[config.mk]
export PLATFORM = sky130hd
export DESIGN_NAME = reset_source_combiner
export DESIGN_NICKNAME = d
export VERILOG_FILES = /design/src/logic/reset_combiner_pkg.sv /design/src/logic/reset_source_combiner.sv
export SDC_FILE = /design/constraint.sdc
export NUM_CORES = 1
export LEC_CHECK = 0
export BUFFER_PORTS_ARGS = -buffer_cell sky130_fd_sc_hd__buf_2
export CAP_MARGIN = 20
export CORE_MARGIN = 4
export CORE_UTILIZATION = 42
export DETAILED_ROUTE_END_ITERATION = 6
export PLACE_DENSITY = 0.86
export SLEW_MARGIN = 20
export SYNTH_ARGS = -nofsm -noshare
export SYNTH_HDL_FRONTEND = slang
export SYNTH_SLANG_ARGS = --single-unit
[constraint.sdc]
create_clock -name pclk -period 1.95 [get_ports pclk]
set_input_delay 0.0975 -clock pclk [delete_from_list [all_inputs] [get_ports pclk]]
set_output_delay 0.0975 -clock pclk [all_outputs]
set_load 0.02 [all_outputs]
[src/logic/reset_combiner_pkg.sv]
package reset_combiner_pkg;
  // --------------------------------------------------------------------------
  // Register map
  // --------------------------------------------------------------------------
  localparam logic [11:0] cause_register_addr = 12'h000;
  localparam logic [11:0] source_status_addr  = 12'h004;
  localparam int          addr_width          = 12;
  localparam int          data_width          = 32;
  localparam int          reg_width           = 16;

  // --------------------------------------------------------------------------
  // Field positions of the reset cause register
  // --------------------------------------------------------------------------
  localparam int power_on_bit       = 0;
  localparam int brown_out_bit      = 1;
  localparam int idle_wake_bit      = 2;
  localparam int sleep_wake_bit     = 3;
  localparam int watchdog_bit       = 4;
  localparam int soft_wdt_en_bit    = 5;
  localparam int soft_instr_bit     = 6;
  localparam int ext_pin_bit        = 7;
  localparam int regulator_bit      = 8;
  localparam int config_mismatch_bit = 9;
  localparam int illegal_bit        = 14;
  localparam int trap_conflict_bit  = 15;

  localparam logic [15:0] implemented_mask = 16'hC3FF;
  localparam logic [15:0] power_on_value   = 16'h0003;
  localparam logic [15:0] reset_vector     = 16'h0000;
  localparam logic [31:0] bus_zero         = 32'h0000_0000;

  typedef enum logic [1:0] {
    st_idle,
    st_access
  } bus_state_t;
endpackage : reset_combiner_pkg

[src/logic/reset_source_combiner.sv]
`timescale 1ns/1ps
// Overview of operation
// Any active source asserts system reset line.
// Accept eight listed reset request inputs.
// Illegal opcode, uninit register, security set bit 14.
// Each reset type sets its own flag.
// Power-on clears all flags except bits 0 and 1.
// Software may set or clear any flag.
// Software flag writes never cause reset.
// Trap conflict sets bit 15.
// Configuration mismatch sets bit 9.
// Master clear pin sets bit 7.
// Watchdog timeout sets bit 4.
// Sleep entry sets wake flag bit 3.
// Idle entry sets wake flag bit 2.
// Brown-out sets bit 1; one after power-on.
// Power-on sets bit 0.
// Bit 8 keeps regulator active in sleep.
// Bit 5 or fuse enables the watchdog.
// System reset drives peripheral reset outputs; the module has none, only system_reset_line.
// Software clears flags after reading them.
// Instruction reset sets bit 6; flags persist.
// Instruction reset releases line next cycle.
// Watchdog in sleep or idle only wakes.
// After release, fetch starts at vector zero.
module reset_source_combiner
  import reset_combiner_pkg::*;
(
  input  wire logic                                   pclk,
  input  wire logic                                   presetn,
  input  wire logic                                   clk_en,
  input  wire logic [reset_combiner_pkg::addr_width-1:0] paddr,
  input  wire logic                                   psel,
  input  wire logic                                   penable,
  input  wire logic                                   pwrite,
  input  wire logic [reset_combiner_pkg::data_width-1:0] pwdata,
  input  wire logic [3:0]                             pstrb,
  output logic      [reset_combiner_pkg::data_width-1:0] prdata,
  output logic                                        pready,
  output logic                                        pslverr,
  input  wire logic                                   power_on_req,
  input  wire logic                                   brown_out_req,
  input  wire logic                                   master_clear_pin_n,
  input  wire logic                                   reset_instr_req,
  input  wire logic                                   watchdog_timeout,
  input  wire logic                                   config_mismatch_req,
  input  wire logic                                   trap_conflict_req,
  input  wire logic                                   illegal_opcode,
  input  wire logic                                   uninit_reg_addr,
  input  wire logic                                   security_violation,
  input  wire logic                                   sleep_entered,
  input  wire logic                                   idle_entered,
  input  wire logic                                   low_power_active,
  input  wire logic                                   oscillator_ready,
  input  wire logic                                   fuse_watchdog_enable,
  output logic                                        system_reset_line,
  output logic                                        watchdog_enabled,
  output logic                                        regulator_active,
  output logic                                        watchdog_wake,
  output logic                                        fetch_start,
  output logic      [reset_combiner_pkg::reg_width-1:0] fetch_address
);
  import reset_combiner_pkg::*;

  // --------------------------------------------------------------------------
  // State
  // --------------------------------------------------------------------------
  typedef struct packed {
    bus_state_t           bus;
    logic [31:0]          rdata;
    logic                 ready;
    logic                 err;
    logic [15:0]          cause;
    logic                 sys_rst;
    logic                 wdt_en;
    logic                 reg_act;
    logic                 wake;
    logic                 fetch;
    logic [15:0]          fetch_addr;
  } state_t;

  state_t cur;
  state_t next_state;

  logic        illegal_req;
  logic        wdt_reset_req;
  logic        any_source;
  logic        bus_write;
  logic        bus_read;
  logic        addr_ok;
  logic [15:0] wmask;
  logic [15:0] hw_set;

  assign illegal_req   = illegal_opcode | uninit_reg_addr
                         | security_violation;
  // A timeout while asleep or idle wakes the core instead of resetting it.
  assign wdt_reset_req = watchdog_timeout & ~low_power_active;
  assign any_source    = power_on_req | brown_out_req | ~master_clear_pin_n
                         | reset_instr_req | wdt_reset_req
                         | config_mismatch_req | trap_conflict_req
                         | illegal_req;
  assign addr_ok   = (paddr == cause_register_addr)
                     || (paddr == source_status_addr);
  assign bus_write = psel & penable & pwrite & cur.ready;
  assign bus_read  = psel & ~penable & ~pwrite;
  assign wmask     = {{8{pstrb[1]}}, {8{pstrb[0]}}};

  // --------------------------------------------------------------------------
  // Next-state logic
  // --------------------------------------------------------------------------
  always_comb
  begin
    next_state = cur;
    hw_set     = 16'h0000;
    hw_set[brown_out_bit]       = brown_out_req;
    hw_set[idle_wake_bit]       = idle_entered;
    hw_set[sleep_wake_bit]      = sleep_entered;
    hw_set[watchdog_bit]        = watchdog_timeout;
    hw_set[soft_instr_bit]      = reset_instr_req;
    hw_set[ext_pin_bit]         = ~master_clear_pin_n;
    hw_set[config_mismatch_bit] = config_mismatch_req;
    hw_set[illegal_bit]         = illegal_req;
    hw_set[trap_conflict_bit]   = trap_conflict_req;

    // Slave answers in the access phase with one wait-free cycle.
    next_state.ready = 1'b0;
    next_state.err   = 1'b0;
    unique case (cur.bus)
      st_idle:
      begin
        if (psel && !penable)
        begin
          next_state.bus   = st_access;
          next_state.ready = 1'b1;
          next_state.err   = !addr_ok;
          next_state.rdata = bus_zero;
          if (bus_read && paddr == cause_register_addr)
            next_state.rdata = {16'h0000, cur.cause};
          else if (bus_read && paddr == source_status_addr)
            next_state.rdata = {30'h0, cur.sys_rst, cur.wdt_en};
        end
      end
      st_access:
      begin
        next_state.bus = st_idle;
      end
    endcase

    // Software writes only touch the stored flags, never the reset line.
    if (bus_write && paddr == cause_register_addr)
      next_state.cause = ((cur.cause & ~wmask)
                          | (pwdata[15:0] & wmask))
                         & implemented_mask;

    // Hardware events win over a clearing write in the same cycle.
    next_state.cause = next_state.cause | hw_set;
    if (power_on_req)
    begin
      next_state.cause = power_on_value;
    end

    next_state.sys_rst = any_source;
    next_state.wdt_en  = fuse_watchdog_enable
                         | cur.cause[soft_wdt_en_bit];
    next_state.reg_act = cur.cause[regulator_bit];
    next_state.wake    = watchdog_timeout & low_power_active;
    next_state.fetch   = cur.sys_rst & ~any_source
                         & oscillator_ready;
    if (cur.sys_rst)
      next_state.fetch_addr = reset_vector;
  end

  // --------------------------------------------------------------------------
  // Registers
  // --------------------------------------------------------------------------
  always_ff @(posedge pclk or negedge presetn)
  begin
    if (!presetn)
    begin
      cur            <= '0;
      cur.cause      <= power_on_value;
      cur.sys_rst    <= 1'b1;
      cur.bus        <= st_idle;
    end
    else if (clk_en)
    begin
      cur <= next_state;
    end
  end

  assign prdata            = cur.rdata;
  assign pready            = cur.ready;
  assign pslverr           = cur.err;
  assign system_reset_line = cur.sys_rst;
  assign watchdog_enabled  = cur.wdt_en;
  assign regulator_active  = cur.reg_act;
  assign watchdog_wake     = cur.wake;
  assign fetch_start       = cur.fetch;
  assign fetch_address     = cur.fetch_addr;
endmodule : reset_source_combiner

==> impl_results.md <==
* CTS Sinks at 33
* Vias in the first global route at 1358
* Syn Inst Count at 194
* Wire per inst at 14.38 um
* Final WL at 4313 um
* Worst-case hold slack at 79.11 ps
* Final hold vios at 0
* Post-DP HPWL at 3296 um
* Routability cong. at 0.7666
* Nature of the critical path startpoint: register
* Critical path required time at 2170 ps
* Total chip power at 0.001522 W
* DR iter-0 viols at 51
* Vias per cell at 4.957
* Die H at 75.51 um
* CTS max path bufs at 2
* Status: finished clean
* Crit end category: register
* Synth top area share at 39.22%
* Final WS setup at 491.9 ps
* Worst-margin pin slew at 717.7 ps
* Share of post-route cells with drive strength above 1 at 35.89%
* Total of max-cap violations at 0
* Hold buffers post-CTS at 1
* First-pass GRT wire length at 6306 um
* Arr. time, crit path at 1670 ps
* Cell count after placement at 291
* Hold Path End: fetch_start
* Hold depth at 3
* Crit-path cells: nand4bb_1 > nor2_1 > nand2_1 > nor2_2 > a22o_1
* Largest delay contributor family on the critical path: simple AND/OR/NAND/NOR gates
* TritonCTS Buffers at 5
* Power density cells at 711.3 nW/um2
* Upper clock frequency limit at 685.8 MHz
* Yosys top cell by area: dfrtp_1
* Syn avg cell area at 9.868 um2
* Residual DRC at 0
* Final clock skew at 9.888 ps
* Clk Latency, worst-skew pair at 280 ps
* Area grow syn2layout at 11.76%
* Row count at 24
* Ant. Diodes at 0
* Slew Limit Fails at 0
* Clk root buf: clkbuf_8
* Final setup fails at 0
* GRT Util Overall at 14.92%
* Final min period at 1458 ps
* CP Max Fanout at 10
* Core area at 4384 um2
* CTS resizes at 0
* Synth top area cells: dfrtp_1, buf_4, a22o_1
* Slowest cell on crit path: nor2_2
* I/O Buffers at 69
* Post-Layout Cell Count at 300
* CTS H-tree lvls at 2
* Async SR Flop Fraction at 100.0%
* CP max stage delay at 410 ps
* Seq/Total Area, Yosys at 43.33%
* Post-synth EDFFs at 0
* Synth cell types at 40
* Hold_sp: oscillator_ready
* Origin of the critical flop-to-flop path: cur[71]
* Post-CTS setup buffers at 0
* Largest net degree at the start of global routing at 34
* R2R Setup Slk at 490 ps
* Final worst-path cycle share at 74.77%
* Pre-antenna DRT Iters at 4
* Via count at 1487
* Setup total negative slack at 0 ps
* R2r endpoint: prdata[8]
* Layout fillers at 430
* CTS tree: yes
* Net count, final at 316
* Total gr overflow at 0
* Die width at 75.51 um
* Max_slew headroom at 52.15%
* Mapped Area at 1914 um2
* VDD IR-drop max at 0.3311 mV
* R2R cell count at 5
* Initial antenna violation count at 0
* Initial Util at 43.66%
* Hold Crit Class: in2reg
* Post-route ant nets at 0
* Leak at 1.113 nW
* Critical path type: reg2reg
* Unrepaired setup endpoints after global routing: false
* Worst-path clk slew at 60 ps
* Ys flop type: dfrtp_1
* Total I/O pin count at 124
* #FFs+latches synth at 33
* Warning count from the yosys run at 0
* Die area at 5702 um2
* Worst Path Buf+Inv at 0
* Setup Slack @ Placement at 351.1 ps
## Yosys cell counts (all sizes together), types with 2 or more instances
cell type,number
dfrtp,30
nor3,13
nand4b,3
nor4,2
o22ai,2
o21ai,13
dfstp,3
and3,4
nor4b,2
clkbuf,6
inv,6
mux2i,2
nor2,13
a22o,10
a311oi,5
nand2,5
a21oi,3
buf,52
nand3,3
nand2b,4
## cells by family after synthesis
group | count (synthesis) | share of synthesized area, %
AOI/OAI and AO/OA | 37 | 14.12
muxes | 3 | 1.634
and+or+nand+nor | 56 | 17.39
buffers and inverters | 64 | 23.33
DFF | 33 | 43.33
other | 1 | 0.1959
## layout by cell type, fill, tap and decap left out, drive strengths merged
cell | synthesis | layout
mux2 | 1 | 1
inv | 6 | 6
and3 | 4 | 4
and2 | 1 | 1
nor3 | 13 | 13
a211oi | 1 | 1
and4b | 1 | 1
dfstp | 3 | 3
dfrtp | 30 | 30
clkbuf | 6 | 8
o22ai | 2 | 2
o21ai | 13 | 13
a22o | 10 | 10
mux2i | 2 | 2
dlygate4sd3 | 0 | 1
or3 | 1 | 1
nand2b | 4 | 4
a21oi | 3 | 3
nor4bb | 1 | 1
nor2 | 13 | 13
conb | 1 | 32
nor4b | 2 | 2
nor4 | 2 | 2
nand2 | 5 | 5
o311ai | 1 | 1
a311oi | 5 | 5
or3b | 1 | 1
nand4b | 3 | 3
nand4bb | 1 | 1
nand3 | 3 | 3
o21a | 1 | 1
buf | 52 | 72
a311o | 1 | 1
nor3b | 1 | 1
## state kept, by name, indices dropped and copies added (netlist names)
| name | flops |
|---|---|
| regulator_active | 1 |
| watchdog_wake | 1 |
| fetch_start | 1 |
| prdata | 13 |
| pready | 1 |
| watchdog_enabled | 1 |
| pslverr | 1 |
| cur | 13 |
| system_reset_line | 1 |
## routing by layer
metal / track usage [%] / vias to the layer above / share of wire (%)
met5: 0 / - / 0
met4: 6.602 / 0 / 3.2
met3: 5.541 / 12 / 7.9
met2: 22.91 / 65 / 50
met1: 18.79 / 703 / 39
li1: - / 707 / -
## layout make-up
class | instances | area [um2] | share of cell area [%]
well taps | 52 | 65.06 | 3.041
repair buffers | 73 | 377.9 | 17.66
multi-input cells | 128 | 754.5 | 35.26
flip-flops and latches | 33 | 829.5 | 38.77
inverters | 6 | 22.52 | 1.053
clock buffers | 8 | 90.09 | 4.211
## worst reg2reg max path: stages (launching register included)
cell and delay, ps:
dfrtp_1 370, nand4bb_1 210, nor2_1 110, nand2_1 100, nor2_2 410, a22o_1 210
## power by group
group / internal, W / switching (W)
registers: 0.000726 / 0.0000281
logic: 0.0000858 / 0.000157
clock network: 0.000288 / 0.000237
total: 0.00110 / 0.000422
## how the worst max path moves through the flow
stage,start,endpoint,slack [ps],cells after the start
finish,cur[71],prdata[8],490,5
global route,pready,cur[23],290,6
CTS,pready,cur[23],470,6
detailed placement,paddr[1],cur[23],350,7
global placement,paddr[1],cur[24],450,7
floorplan,pready,cur[28],550,7
## per-stage QoR
step,cell area (um2),utilization (%)
floorplan,2031,-
global route,2140,48.80
detailed placement,2039,46.52
global placement,2039,46.52
finish,2140,48.80
CTS,2140,48.80
(Power assumes the default switching activity.)
